### config.mk
export PLATFORM = sky130hd
export DESIGN_NAME = main_clock_loss_detect_guard
export DESIGN_NICKNAME = d
export VERILOG_FILES = /design/src/shared/clock_guard_pkg.sv /design/src/core/main_clock_loss_detect_guard.sv
export VERILOG_INCLUDE_DIRS = /design/src /design/src/shared
export SDC_FILE = /design/constraint.sdc
export NUM_CORES = 1
export LEC_CHECK = 0
export BUFFER_PORTS_ARGS = -buffer_cell sky130_fd_sc_hd__buf_2
export CAP_MARGIN = 20
export CORE_UTILIZATION = 44
export CTS_BUF_LIST = sky130_fd_sc_hd__clkbuf_16
export DETAILED_ROUTE_END_ITERATION = 16
export PLACE_DENSITY_LB_ADDON = 0.08
export SLEW_MARGIN = 10
export SYNTH_ARGS = -nofsm -noshare
export SYNTH_HDL_FRONTEND = slang
export SYNTH_SLANG_ARGS = --single-unit
### constraint.sdc
create_clock -name clock -period 5.5 [get_ports clock]
set_input_delay 0.275 -clock clock [delete_from_list [all_inputs] [get_ports clock]]
set_output_delay 0.275 -clock clock [all_outputs]
set_load 0.01 [all_outputs]
### src/shared/clock_guard_cfg.svh
// offsets, field positions, reset values and counts of the clock-loss guard
`ifndef CLOCK_GUARD_CFG_SVH
`define CLOCK_GUARD_CFG_SVH

// ------------------------------------------------------------
// register offsets
// ------------------------------------------------------------
`define OFS_PROCESSOR_MODE_A 8'h04
`define OFS_PROCESSOR_MODE_B 8'h05
`define OFS_SYS_CLOCK_CTRL_A 8'h06
`define OFS_SYS_CLOCK_CTRL_B 8'h07
`define OFS_SYS_CLOCK_CTRL_C 8'h08
`define OFS_WRITE_PROTECT 8'h0A
`define OFS_CLOCK_LOSS_DETECT 8'h0C
`define OFS_REFERENCE_CONTROL 8'h15
`define OFS_ONCHIP_OSC_CTRL_BASE 8'h23
`define NUM_ONCHIP_OSC_CTRL 4
`define OFS_VOLTAGE_DETECT_CTRL 8'h31
`define OFS_DETECT_LEVEL_SELECT 8'h32
`define OFS_MONITOR0_CTRL 8'h38
`define OFS_MONITOR1_CTRL 8'h39
`define OFS_MONITOR2_CTRL 8'h3A

// ------------------------------------------------------------
// field positions
// ------------------------------------------------------------
`define BIT_PROTECT_CLOCK 0
`define BIT_PROTECT_PMODE 1
`define BIT_PROTECT_VOLTAGE 3
`define PROTECT_WRITABLE_MASK 8'h7F
`define BIT_FALLBACK_SELECT 2
`define BIT_CRYSTAL_STOPPED 3
`define DETECT_ARMED_CODE 2'h3
`define BIT_PERIPH_STOP_WAIT 2
`define BIT_CRYSTAL_STOP 5
`define BIT_ALL_CLOCKS_STOP 0
`define BIT_LOW_SPEED_STOP 4
`define BIT_WAIT_REQUEST 0
`define BIT_HS_OSC_RUN 0
`define BIT_HS_SELECT 1
`define BIT_MON1_SOURCE 2
`define BIT_MON2_SOURCE 2
`define BIT_WDOG_SOURCE 3

// ------------------------------------------------------------
// reset values and counts
// ------------------------------------------------------------
`define RESET_BYTE 8'h00
`define DETECT_WINDOW_CYCLES 64
`define DETECT_COUNT_WIDTH 8

`endif

### src/shared/clock_guard_pkg.sv
// types shared by the clock-loss guard
package clock_guard_pkg;
	typedef logic [7:0] reg_byte_t;
	typedef enum logic [1:0]
	{
		DET_IDLE,
		DET_WATCH,
		DET_STOPPED
	} detect_state_t;
endpackage : clock_guard_pkg

### src/core/main_clock_loss_detect_guard.sv
// main crystal loss detection, shared-vector source flags and write protection
// What the document asks of this block and of its software
// arm detection only when field equals 11b
// on loss: fallback, stopped flag, low-speed on, interrupt
// software disarms below 2 MHz crystal
// clock loss shares vector with watchdog, monitors
// source shown by stopped flag, or armed+fallback
// watchdog and monitor sources have own flags
// software switches back to crystal itself
// software keeps peripheral clocks in wait
// software disarms before stopping crystal deliberately
// low-speed fallback: clear select, then arm
// high-speed fallback: run, select, then arm
// clear flash rewrite before all-clocks-stop
// prefetch four bytes; jump plus four no-ops
// clear flash rewrite, no-ops after wait request
// clock registers writable only with protect bit 0
// mode registers writable only with protect bit 1
// voltage registers writable only with protect bit 3
// protect bits never clear themselves
// reserved protect bits written zero; b7 reads zero
// sense loss by missing edges in window
`include "clock_guard_cfg.svh"

module main_clock_loss_detect_guard
#(
	parameter int DETECT_WINDOW = `DETECT_WINDOW_CYCLES,
	parameter int COUNT_WIDTH = `DETECT_COUNT_WIDTH
)
(
	input wire logic clock,
	input wire logic rst,
	input wire logic [7:0] reg_addr,
	input wire logic [7:0] reg_wdata,
	input wire logic reg_write,
	input wire logic reg_read,
	output logic [7:0] reg_rdata,
	input wire logic main_crystal_clock,
	input wire logic cpu_source_crystal,
	input wire logic watchdog_event,
	input wire logic monitor1_event,
	input wire logic monitor2_event,
	output logic shared_irq,
	output logic clock_loss_source,
	output logic fallback_to_onchip,
	output logic crystal_stopped,
	output logic low_speed_osc_stop,
	output logic periph_clock_stop_in_wait,
	output logic crystal_stop,
	output logic stop_mode_request,
	output logic wait_request,
	output logic high_speed_osc_run,
	output logic high_speed_select
);

	// ------------------------------------------------------------
	// register storage
	// ------------------------------------------------------------
	clock_guard_pkg::reg_byte_t write_protect_control;
	clock_guard_pkg::reg_byte_t clock_loss_detect_reg;
	clock_guard_pkg::reg_byte_t sys_clock_ctrl_a;
	clock_guard_pkg::reg_byte_t sys_clock_ctrl_b;
	clock_guard_pkg::reg_byte_t sys_clock_ctrl_c;
	clock_guard_pkg::reg_byte_t onchip_osc_ctrl [0:`NUM_ONCHIP_OSC_CTRL-1];
	clock_guard_pkg::reg_byte_t processor_mode_a;
	clock_guard_pkg::reg_byte_t processor_mode_b;
	clock_guard_pkg::reg_byte_t reference_control;
	clock_guard_pkg::reg_byte_t voltage_detect_ctrl;
	clock_guard_pkg::reg_byte_t detect_level_select;
	clock_guard_pkg::reg_byte_t monitor0_ctrl;
	clock_guard_pkg::reg_byte_t monitor1_ctrl;
	clock_guard_pkg::reg_byte_t monitor2_ctrl;

	// ------------------------------------------------------------
	// detector state
	// ------------------------------------------------------------
	clock_guard_pkg::detect_state_t detect_state;
	clock_guard_pkg::detect_state_t next_detect_state;
	logic [COUNT_WIDTH-1:0] idle_count;
	logic crystal_sample;
	logic crystal_prev;
	logic crystal_edge;
	logic detect_armed;
	logic watch_enable;
	logic loss_event;
	logic window_expired;

	// ------------------------------------------------------------
	// decode helpers
	// ------------------------------------------------------------

	// group of a register address: 1 clock, 2 mode, 3 voltage, 0 other
	function automatic logic [1:0] protect_group(input logic [7:0] addr);
		if (addr == `OFS_SYS_CLOCK_CTRL_A || addr == `OFS_SYS_CLOCK_CTRL_B
			|| addr == `OFS_SYS_CLOCK_CTRL_C || addr == `OFS_CLOCK_LOSS_DETECT
			|| (addr >= `OFS_ONCHIP_OSC_CTRL_BASE
			&& addr < `OFS_ONCHIP_OSC_CTRL_BASE + 8'(`NUM_ONCHIP_OSC_CTRL)))
			protect_group = 2'h1;
		else if (addr == `OFS_PROCESSOR_MODE_A || addr == `OFS_PROCESSOR_MODE_B)
			protect_group = 2'h2;
		else if (addr == `OFS_REFERENCE_CONTROL || addr == `OFS_VOLTAGE_DETECT_CTRL
			|| addr == `OFS_DETECT_LEVEL_SELECT || addr == `OFS_MONITOR0_CTRL
			|| addr == `OFS_MONITOR1_CTRL || addr == `OFS_MONITOR2_CTRL)
			protect_group = 2'h3;
		else
			protect_group = 2'h0;
	endfunction : protect_group

	// true when a write to addr passes the protect bits
	function automatic logic write_allowed(input logic [7:0] addr, input logic [7:0] prot);
		case (protect_group(addr))
			// clock group gate
			2'h1: write_allowed = prot[`BIT_PROTECT_CLOCK];
			// mode group gate
			2'h2: write_allowed = prot[`BIT_PROTECT_PMODE];
			// voltage group gate
			2'h3: write_allowed = prot[`BIT_PROTECT_VOLTAGE];
			default: write_allowed = 1'b1;
		endcase
	endfunction : write_allowed

	// one-cycle hit for an accepted write to one offset
	function automatic logic write_hit(input logic [7:0] target);
		write_hit = reg_write && reg_addr == target && write_allowed(reg_addr, write_protect_control);
	endfunction : write_hit

	// ------------------------------------------------------------
	// crystal edge sensing
	// ------------------------------------------------------------

	// crystal pin is taken as synchronous; two samples reveal any toggle
	always_ff @(posedge clock)
	begin
		if (rst)
		begin
			crystal_sample <= 1'b0;
			crystal_prev <= 1'b0;
		end
		else
		begin
			crystal_sample <= main_crystal_clock;
			crystal_prev <= crystal_sample;
		end
	end

	assign crystal_edge = crystal_sample != crystal_prev;
	// armed only on code 11b
	assign detect_armed = clock_loss_detect_reg[1:0] == `DETECT_ARMED_CODE;
	// watching makes sense only while the crystal really feeds the cpu
	assign watch_enable = detect_armed && cpu_source_crystal
		&& !clock_loss_detect_reg[`BIT_FALLBACK_SELECT];
	assign window_expired = idle_count >= COUNT_WIDTH'(DETECT_WINDOW - 1);

	// ------------------------------------------------------------
	// detector state machine
	// ------------------------------------------------------------

	// next state of the loss detector
	always_comb
	begin
		next_detect_state = detect_state;
		case (detect_state)
			clock_guard_pkg::DET_IDLE:
				if (watch_enable)
					next_detect_state = clock_guard_pkg::DET_WATCH;
			clock_guard_pkg::DET_WATCH:
				if (!watch_enable)
					next_detect_state = clock_guard_pkg::DET_IDLE;
				// no edge within window
				else if (!crystal_edge && window_expired)
					next_detect_state = clock_guard_pkg::DET_STOPPED;
			clock_guard_pkg::DET_STOPPED:
				if (crystal_edge)
					next_detect_state = clock_guard_pkg::DET_IDLE;
			default:
				next_detect_state = clock_guard_pkg::DET_IDLE;
		endcase
	end

	assign loss_event = detect_state == clock_guard_pkg::DET_WATCH
		&& next_detect_state == clock_guard_pkg::DET_STOPPED;

	// state register of the loss detector
	always_ff @(posedge clock)
	begin
		if (rst)
			detect_state <= clock_guard_pkg::DET_IDLE;
		else
			detect_state <= next_detect_state;
	end

	// cycles since last crystal edge; saturates so a long stop cannot wrap
	always_ff @(posedge clock)
	begin
		if (rst)
			idle_count <= '0;
		// restart window on edge
		else if (crystal_edge || detect_state != clock_guard_pkg::DET_WATCH)
			idle_count <= '0;
		else if (!window_expired)
			idle_count <= idle_count + 1'b1;
	end

	// ------------------------------------------------------------
	// protect register
	// ------------------------------------------------------------

	// only software changes it; protected writes leave it alone
	always_ff @(posedge clock)
	begin
		if (rst)
			write_protect_control <= `RESET_BYTE;
		// no self clearing
		else if (reg_write && reg_addr == `OFS_WRITE_PROTECT)
			// b7 never stored
			write_protect_control <= reg_wdata & `PROTECT_WRITABLE_MASK;
	end

	// ------------------------------------------------------------
	// clock-loss detect register
	// ------------------------------------------------------------

	// arm field and fallback flag are software's; hardware set wins a clash
	always_ff @(posedge clock)
	begin
		if (rst)
			clock_loss_detect_reg <= `RESET_BYTE;
		else
		begin
			if (write_hit(`OFS_CLOCK_LOSS_DETECT))
			begin
				clock_loss_detect_reg[1:0] <= reg_wdata[1:0];
				clock_loss_detect_reg[`BIT_FALLBACK_SELECT] <= reg_wdata[`BIT_FALLBACK_SELECT];
			end
			// fallback and stopped flags
			if (loss_event)
			begin
				clock_loss_detect_reg[`BIT_FALLBACK_SELECT] <= 1'b1;
				clock_loss_detect_reg[`BIT_CRYSTAL_STOPPED] <= 1'b1;
			end
			// stopped flag follows the crystal once edges return
			else if (detect_state == clock_guard_pkg::DET_STOPPED && crystal_edge)
				clock_loss_detect_reg[`BIT_CRYSTAL_STOPPED] <= 1'b0;
		end
	end

	// ------------------------------------------------------------
	// system clock control registers
	// ------------------------------------------------------------

	// plain stores, except the low-speed stop bit forced on a loss
	always_ff @(posedge clock)
	begin
		if (rst)
		begin
			sys_clock_ctrl_a <= `RESET_BYTE;
			sys_clock_ctrl_b <= `RESET_BYTE;
			sys_clock_ctrl_c <= `RESET_BYTE;
		end
		else
		begin
			if (write_hit(`OFS_SYS_CLOCK_CTRL_A))
				sys_clock_ctrl_a <= reg_wdata;
			if (write_hit(`OFS_SYS_CLOCK_CTRL_B))
				sys_clock_ctrl_b <= reg_wdata;
			// keep low-speed oscillator running
			if (loss_event)
				sys_clock_ctrl_b[`BIT_LOW_SPEED_STOP] <= 1'b0;
			if (write_hit(`OFS_SYS_CLOCK_CTRL_C))
				sys_clock_ctrl_c <= reg_wdata;
		end
	end

	// on-chip oscillator controls, indexed from the base offset
	always_ff @(posedge clock)
	begin
		if (rst)
		begin
			for (int i = 0; i < `NUM_ONCHIP_OSC_CTRL; i++)
				onchip_osc_ctrl[i] <= `RESET_BYTE;
		end
		else
		begin
			for (int i = 0; i < `NUM_ONCHIP_OSC_CTRL; i++)
				if (write_hit(`OFS_ONCHIP_OSC_CTRL_BASE + 8'(i)))
					onchip_osc_ctrl[i] <= reg_wdata;
		end
	end

	// ------------------------------------------------------------
	// processor mode and voltage registers
	// ------------------------------------------------------------

	// processor mode pair
	always_ff @(posedge clock)
	begin
		if (rst)
		begin
			processor_mode_a <= `RESET_BYTE;
			processor_mode_b <= `RESET_BYTE;
		end
		else
		begin
			if (write_hit(`OFS_PROCESSOR_MODE_A))
				processor_mode_a <= reg_wdata;
			if (write_hit(`OFS_PROCESSOR_MODE_B))
				processor_mode_b <= reg_wdata;
		end
	end

	// voltage-side plain stores
	always_ff @(posedge clock)
	begin
		if (rst)
		begin
			reference_control <= `RESET_BYTE;
			voltage_detect_ctrl <= `RESET_BYTE;
			detect_level_select <= `RESET_BYTE;
			monitor0_ctrl <= `RESET_BYTE;
		end
		else
		begin
			if (write_hit(`OFS_REFERENCE_CONTROL))
				reference_control <= reg_wdata;
			if (write_hit(`OFS_VOLTAGE_DETECT_CTRL))
				voltage_detect_ctrl <= reg_wdata;
			if (write_hit(`OFS_DETECT_LEVEL_SELECT))
				detect_level_select <= reg_wdata;
			if (write_hit(`OFS_MONITOR0_CTRL))
				monitor0_ctrl <= reg_wdata;
		end
	end

	// monitor 1 and 2 controls carry source flags; an event beats a clear
	always_ff @(posedge clock)
	begin
		if (rst)
		begin
			monitor1_ctrl <= `RESET_BYTE;
			monitor2_ctrl <= `RESET_BYTE;
		end
		else
		begin
			if (write_hit(`OFS_MONITOR1_CTRL))
				monitor1_ctrl <= reg_wdata;
			if (write_hit(`OFS_MONITOR2_CTRL))
				monitor2_ctrl <= reg_wdata;
			// per-source flags
			if (monitor1_event)
				monitor1_ctrl[`BIT_MON1_SOURCE] <= 1'b1;
			if (monitor2_event)
				monitor2_ctrl[`BIT_MON2_SOURCE] <= 1'b1;
			if (watchdog_event)
				monitor2_ctrl[`BIT_WDOG_SOURCE] <= 1'b1;
		end
	end

	// ------------------------------------------------------------
	// shared interrupt request
	// ------------------------------------------------------------

	// one pulse for all four sources; handler tells them apart by flags
	always_ff @(posedge clock)
	begin
		if (rst)
			shared_irq <= 1'b0;
		else
			// one vector request
			shared_irq <= loss_event || watchdog_event || monitor1_event || monitor2_event;
	end

	// clock-loss source indication
	assign clock_loss_source = clock_loss_detect_reg[`BIT_CRYSTAL_STOPPED]
		|| (detect_armed && clock_loss_detect_reg[`BIT_FALLBACK_SELECT]);

	// ------------------------------------------------------------
	// read port
	// ------------------------------------------------------------

	// data stand in the cycle after the strobe only; unmapped reads zero
	always_ff @(posedge clock)
	begin
		if (rst || !reg_read)
			reg_rdata <= `RESET_BYTE;
		else if (reg_addr == `OFS_WRITE_PROTECT)
			reg_rdata <= write_protect_control;
		else if (reg_addr == `OFS_CLOCK_LOSS_DETECT)
			reg_rdata <= clock_loss_detect_reg;
		else if (reg_addr == `OFS_SYS_CLOCK_CTRL_A)
			reg_rdata <= sys_clock_ctrl_a;
		else if (reg_addr == `OFS_SYS_CLOCK_CTRL_B)
			reg_rdata <= sys_clock_ctrl_b;
		else if (reg_addr == `OFS_SYS_CLOCK_CTRL_C)
			reg_rdata <= sys_clock_ctrl_c;
		else if (reg_addr >= `OFS_ONCHIP_OSC_CTRL_BASE
			&& reg_addr < `OFS_ONCHIP_OSC_CTRL_BASE + 8'(`NUM_ONCHIP_OSC_CTRL))
			reg_rdata <= onchip_osc_ctrl[2'(reg_addr - `OFS_ONCHIP_OSC_CTRL_BASE)];
		else if (reg_addr == `OFS_PROCESSOR_MODE_A)
			reg_rdata <= processor_mode_a;
		else if (reg_addr == `OFS_PROCESSOR_MODE_B)
			reg_rdata <= processor_mode_b;
		else if (reg_addr == `OFS_REFERENCE_CONTROL)
			reg_rdata <= reference_control;
		else if (reg_addr == `OFS_VOLTAGE_DETECT_CTRL)
			reg_rdata <= voltage_detect_ctrl;
		else if (reg_addr == `OFS_DETECT_LEVEL_SELECT)
			reg_rdata <= detect_level_select;
		else if (reg_addr == `OFS_MONITOR0_CTRL)
			reg_rdata <= monitor0_ctrl;
		else if (reg_addr == `OFS_MONITOR1_CTRL)
			reg_rdata <= monitor1_ctrl;
		else if (reg_addr == `OFS_MONITOR2_CTRL)
			reg_rdata <= monitor2_ctrl;
		else
			reg_rdata <= `RESET_BYTE;
	end

	// ------------------------------------------------------------
	// control outputs
	// ------------------------------------------------------------

	// straight views of stored bits for the clock generator
	assign fallback_to_onchip = clock_loss_detect_reg[`BIT_FALLBACK_SELECT];
	assign crystal_stopped = clock_loss_detect_reg[`BIT_CRYSTAL_STOPPED];
	assign low_speed_osc_stop = sys_clock_ctrl_b[`BIT_LOW_SPEED_STOP];
	assign periph_clock_stop_in_wait = sys_clock_ctrl_a[`BIT_PERIPH_STOP_WAIT];
	assign crystal_stop = sys_clock_ctrl_a[`BIT_CRYSTAL_STOP];
	assign stop_mode_request = sys_clock_ctrl_b[`BIT_ALL_CLOCKS_STOP];
	assign wait_request = sys_clock_ctrl_c[`BIT_WAIT_REQUEST];
	assign high_speed_osc_run = onchip_osc_ctrl[0][`BIT_HS_OSC_RUN];
	assign high_speed_select = onchip_osc_ctrl[0][`BIT_HS_SELECT];

endmodule : main_clock_loss_detect_guard

==> reports/metrics.yaml <==
clocking:
  clock-root-buffer: "clkbuf_16"
  cts_tree: "yes"
  cts_resized: 0
  hold_buffers: 0
  cts_setup_buffers: 0
  clk_pin_slew_ns: 0.06
  cts.sinks: 152
  clkLatencyLatePin_ns: 0.43
  cts_buffers: 17
  h-tree-depth: 4
  clock_path_buffers: 2
logic_synthesis:
  ys_ff_latch: 152
  yosysSeqAreaShare: 0.441
  synthesis.area_um2: 7630
  ys_types: 73
  syn_nets: 865
  netlist_instances: 835
  synth_ff_type: "dfxtp_1"
  syn_avg_cell_area_um2: 9.14
  async_flop_share: 0
  yosys_warnings: 0
  synth_edf_count: 32
drt:
  routed_via_density: 5.95
  wl_per_cell_um: 22.4
  firstDrtPassIters: 5
  remaining_drc_errors: 0
  postRouteWirelength_mm: 24.1
  antenna_left: 0
  drt_iter0_markers: 565
  via_count: 6411
setup_path:
  crit_arrival_ns: 3.49
  crit_start: "reg_addr[0]"
  worstSetupStartpointType: "input port"
  worstReg2RegStart: "write_protect_control[1]$_SDFFE_PP0P_"
  r2r-end: "onchip_osc_ctrl[0][5]$_SDFFCE_PN0P_"
  reg2reg_depth: 6
  endpoint_kind: "register"
  required_ns: 5.55
  critPathMaxStageDelay_ns: 0.92
  endpoint: "onchip_osc_ctrl[0][5]$_SDFFCE_PN0P_"
  crit_family: "compound AO/OA/AOI/OAI gates"
  worstSetupPathDepth: 9
  worst_path_max_delay_cell: "o41ai_2"
  path_cells: "buf_2, inv_1, ha_1, a211oi_1, o22ai_1, nand2_1, o211ai_2, and2_1, o41ai_2"
  rrSetupSlack_ns: 2.68
  crit_type: "in2reg"
  cp_num_buf_inv: 2
  cp_max_fo: 25
final_layout:
  syn2layout_area_growth_pct: 11.7
  largest_reg_flops: 32
  layout.nets: 871
  regMostFlops: "onchip_osc_ctrl"
  layout.cells.non_filler: 1077
  num-fill-cells: 1591
  layout-drive-gt1-share: 0.131
sta:
  setup_viol: 0
  drv_slew: 0
  setup_tns_ns: 0
  relSlewSlack: 0.261
  fmax_mhz: 290
  fin_crit_ns: 3.45
  period_share: 0.627
  worst_slew_pin_slew_ns: 1.11
  skew_ns: 0.00983
  finalHoldViolations: 0
  fin_ws_ns: 2.05
  rsz0062_at_grt: "no"
global_route:
  antenna_found_initial: 1
  grt_pass1_vias: 6050
  grtUsageTotal: 0.280
  grt_pass1_wl_mm: 36.7
  grt_max_degree: 50
  grt_overflow: 0
place:
  port_buffers: 43
  pre_cts_slack_ns: 1.51
  gp_congestion: 0.942
  place_hpwl_mm: 16.9
  place_inst: 1039
job:
  drv_cap: 0
floorplanning:
  pin_count: 44
  die-width_um: 134
  core_area_um2: 16800
  die_area_um2: 17900
  die_h_um: 134
  start_util: 0.455
  rows: 47
power:
  p_leak_nw: 3.50
  vdd_drop_max_mv: 0.272
  power.density_nw_per_um2: 300
  p_total_w: 0.00255
hold_path:
  hold_path.class: "in2reg"
run_status:
  status: "finished clean"
## cells in the mapped netlist, types with 6 or more instances
library cell	instances	area share
a21oi_1	56	0.037
a31oi_1	11	0.0090
and2_1	36	0.030
and3_1	7	0.0057
buf_2	15	0.0098
clkbuf_1	43	0.021
dfxtp_1	120	0.31
edfxtp_1	32	0.13
inv_1	12	0.0059
mux2i_1	82	0.11
mux4_2	8	0.024
nand2_1	105	0.052
nand2b_1	29	0.024
nand3_1	20	0.013
nand3b_1	8	0.0079
nor2_1	67	0.033
nor2b_1	11	0.0090
nor3_1	14	0.0092
o211ai_1	6	0.0059
o21ai_0	46	0.030
o22ai_1	6	0.0049
## worst min path at each step
stage               slack (ns)                                    end  cells past startpoint                             startpoint
floorplan                 0.40              crystal_sample$_SDFF_PP0_                      1                     main_crystal_clock
CTS                       0.05              crystal_sample$_SDFF_PP0_                      2                     main_crystal_clock
detailed placement        0.45  write_protect_control[4]$_SDFFE_PP0P_                      2  write_protect_control[4]$_SDFFE_PP0P_
global placement          0.44    voltage_detect_ctrl[4]$_SDFFE_PP0P_                      2    voltage_detect_ctrl[4]$_SDFFE_PP0P_
global route              0.05              crystal_sample$_SDFF_PP0_                      2                     main_crystal_clock
finish                    0.05              crystal_sample$_SDFF_PP0_                      2                     main_crystal_clock
## where the power goes
group	switching, W	internal, W
clock network	0.000486	0.000715
registers	0.00000694	0.00115
logic	0.000137	0.0000559
total	0.000630	0.00192
## placed cells by master, fill, tap and decap left out, drive strengths merged, types with 6 or more instances in the layout
master,Yosys,layout
nor2b,11,11
inv,13,18
nor3,16,16
mux2i,82,82
buf,20,48
nand3,23,23
nand2b,29,29
mux4,8,8
dfxtp,120,120
a21oi,57,57
and2,36,36
clkinv,0,7
o21ai,47,47
nand3b,8,8
and3,7,7
o211ai,7,7
nand2,106,106
o22ai,6,6
a211oi,8,8
clkbuf,43,19
nor2,67,67
a31oi,11,11
nand4,6,6
edfxtp,32,32
## metrics by stage
step                       util  hold slack (ns)  area [um^2]
after floorplan               -            0.403         7630
after global placement    0.471            0.443         7900
after detailed placement  0.471            0.451         7900
after CTS                 0.507           0.0453         8500
after global routing      0.508           0.0471         8510
final                     0.508           0.0515         8520
## final cells by class
| type | instances | area, um^2 | share of cell area |
|---|---|---|---|
| sequential | 152 | 3360 | 0.395 |
| timing repair buffer | 50 | 260 | 0.0305 |
| clock buffer | 17 | 425 | 0.0499 |
| antenna | 3 | 7.51 | 0.000881 |
| multi-input combinational | 607 | 3970 | 0.465 |
| inverter | 13 | 48.8 | 0.00573 |
| clock inverter | 15 | 174 | 0.0204 |
| tap | 220 | 275 | 0.0323 |
## kinds of logic (layout without fill, tap and decap cells)
logic type / after synthesis / in the layout / share of synthesized area
AND/OR/NAND/NOR: 330 / 330 / 0.222
AO/OA/AOI/OAI: 174 / 174 / 0.147
flip-flops: 152 / 152 / 0.441
multiplexers: 91 / 91 / 0.133
buffers and inverters: 76 / 95 / 0.0413
XOR/XNOR: 7 / 7 / 0.00803
adder cells (fa/ha/maj): 5 / 5 / 0.00820
other: 0 / 3 / 0
## metal layers
metal | wire, um | GRT usage | share of wire | vias up
met5 | 0 | 0 | 0 | -
met2 | 11100 | 0.438 | 0.46 | 252
met4 | 518 | 0.0960 | 0.021 | 0
met1 | 10900 | 0.387 | 0.45 | 3159
li1 | - | - | - | 2969
met3 | 1660 | 0.0518 | 0.069 | 31
Note: power is estimated with default switching activity, not from simulation.
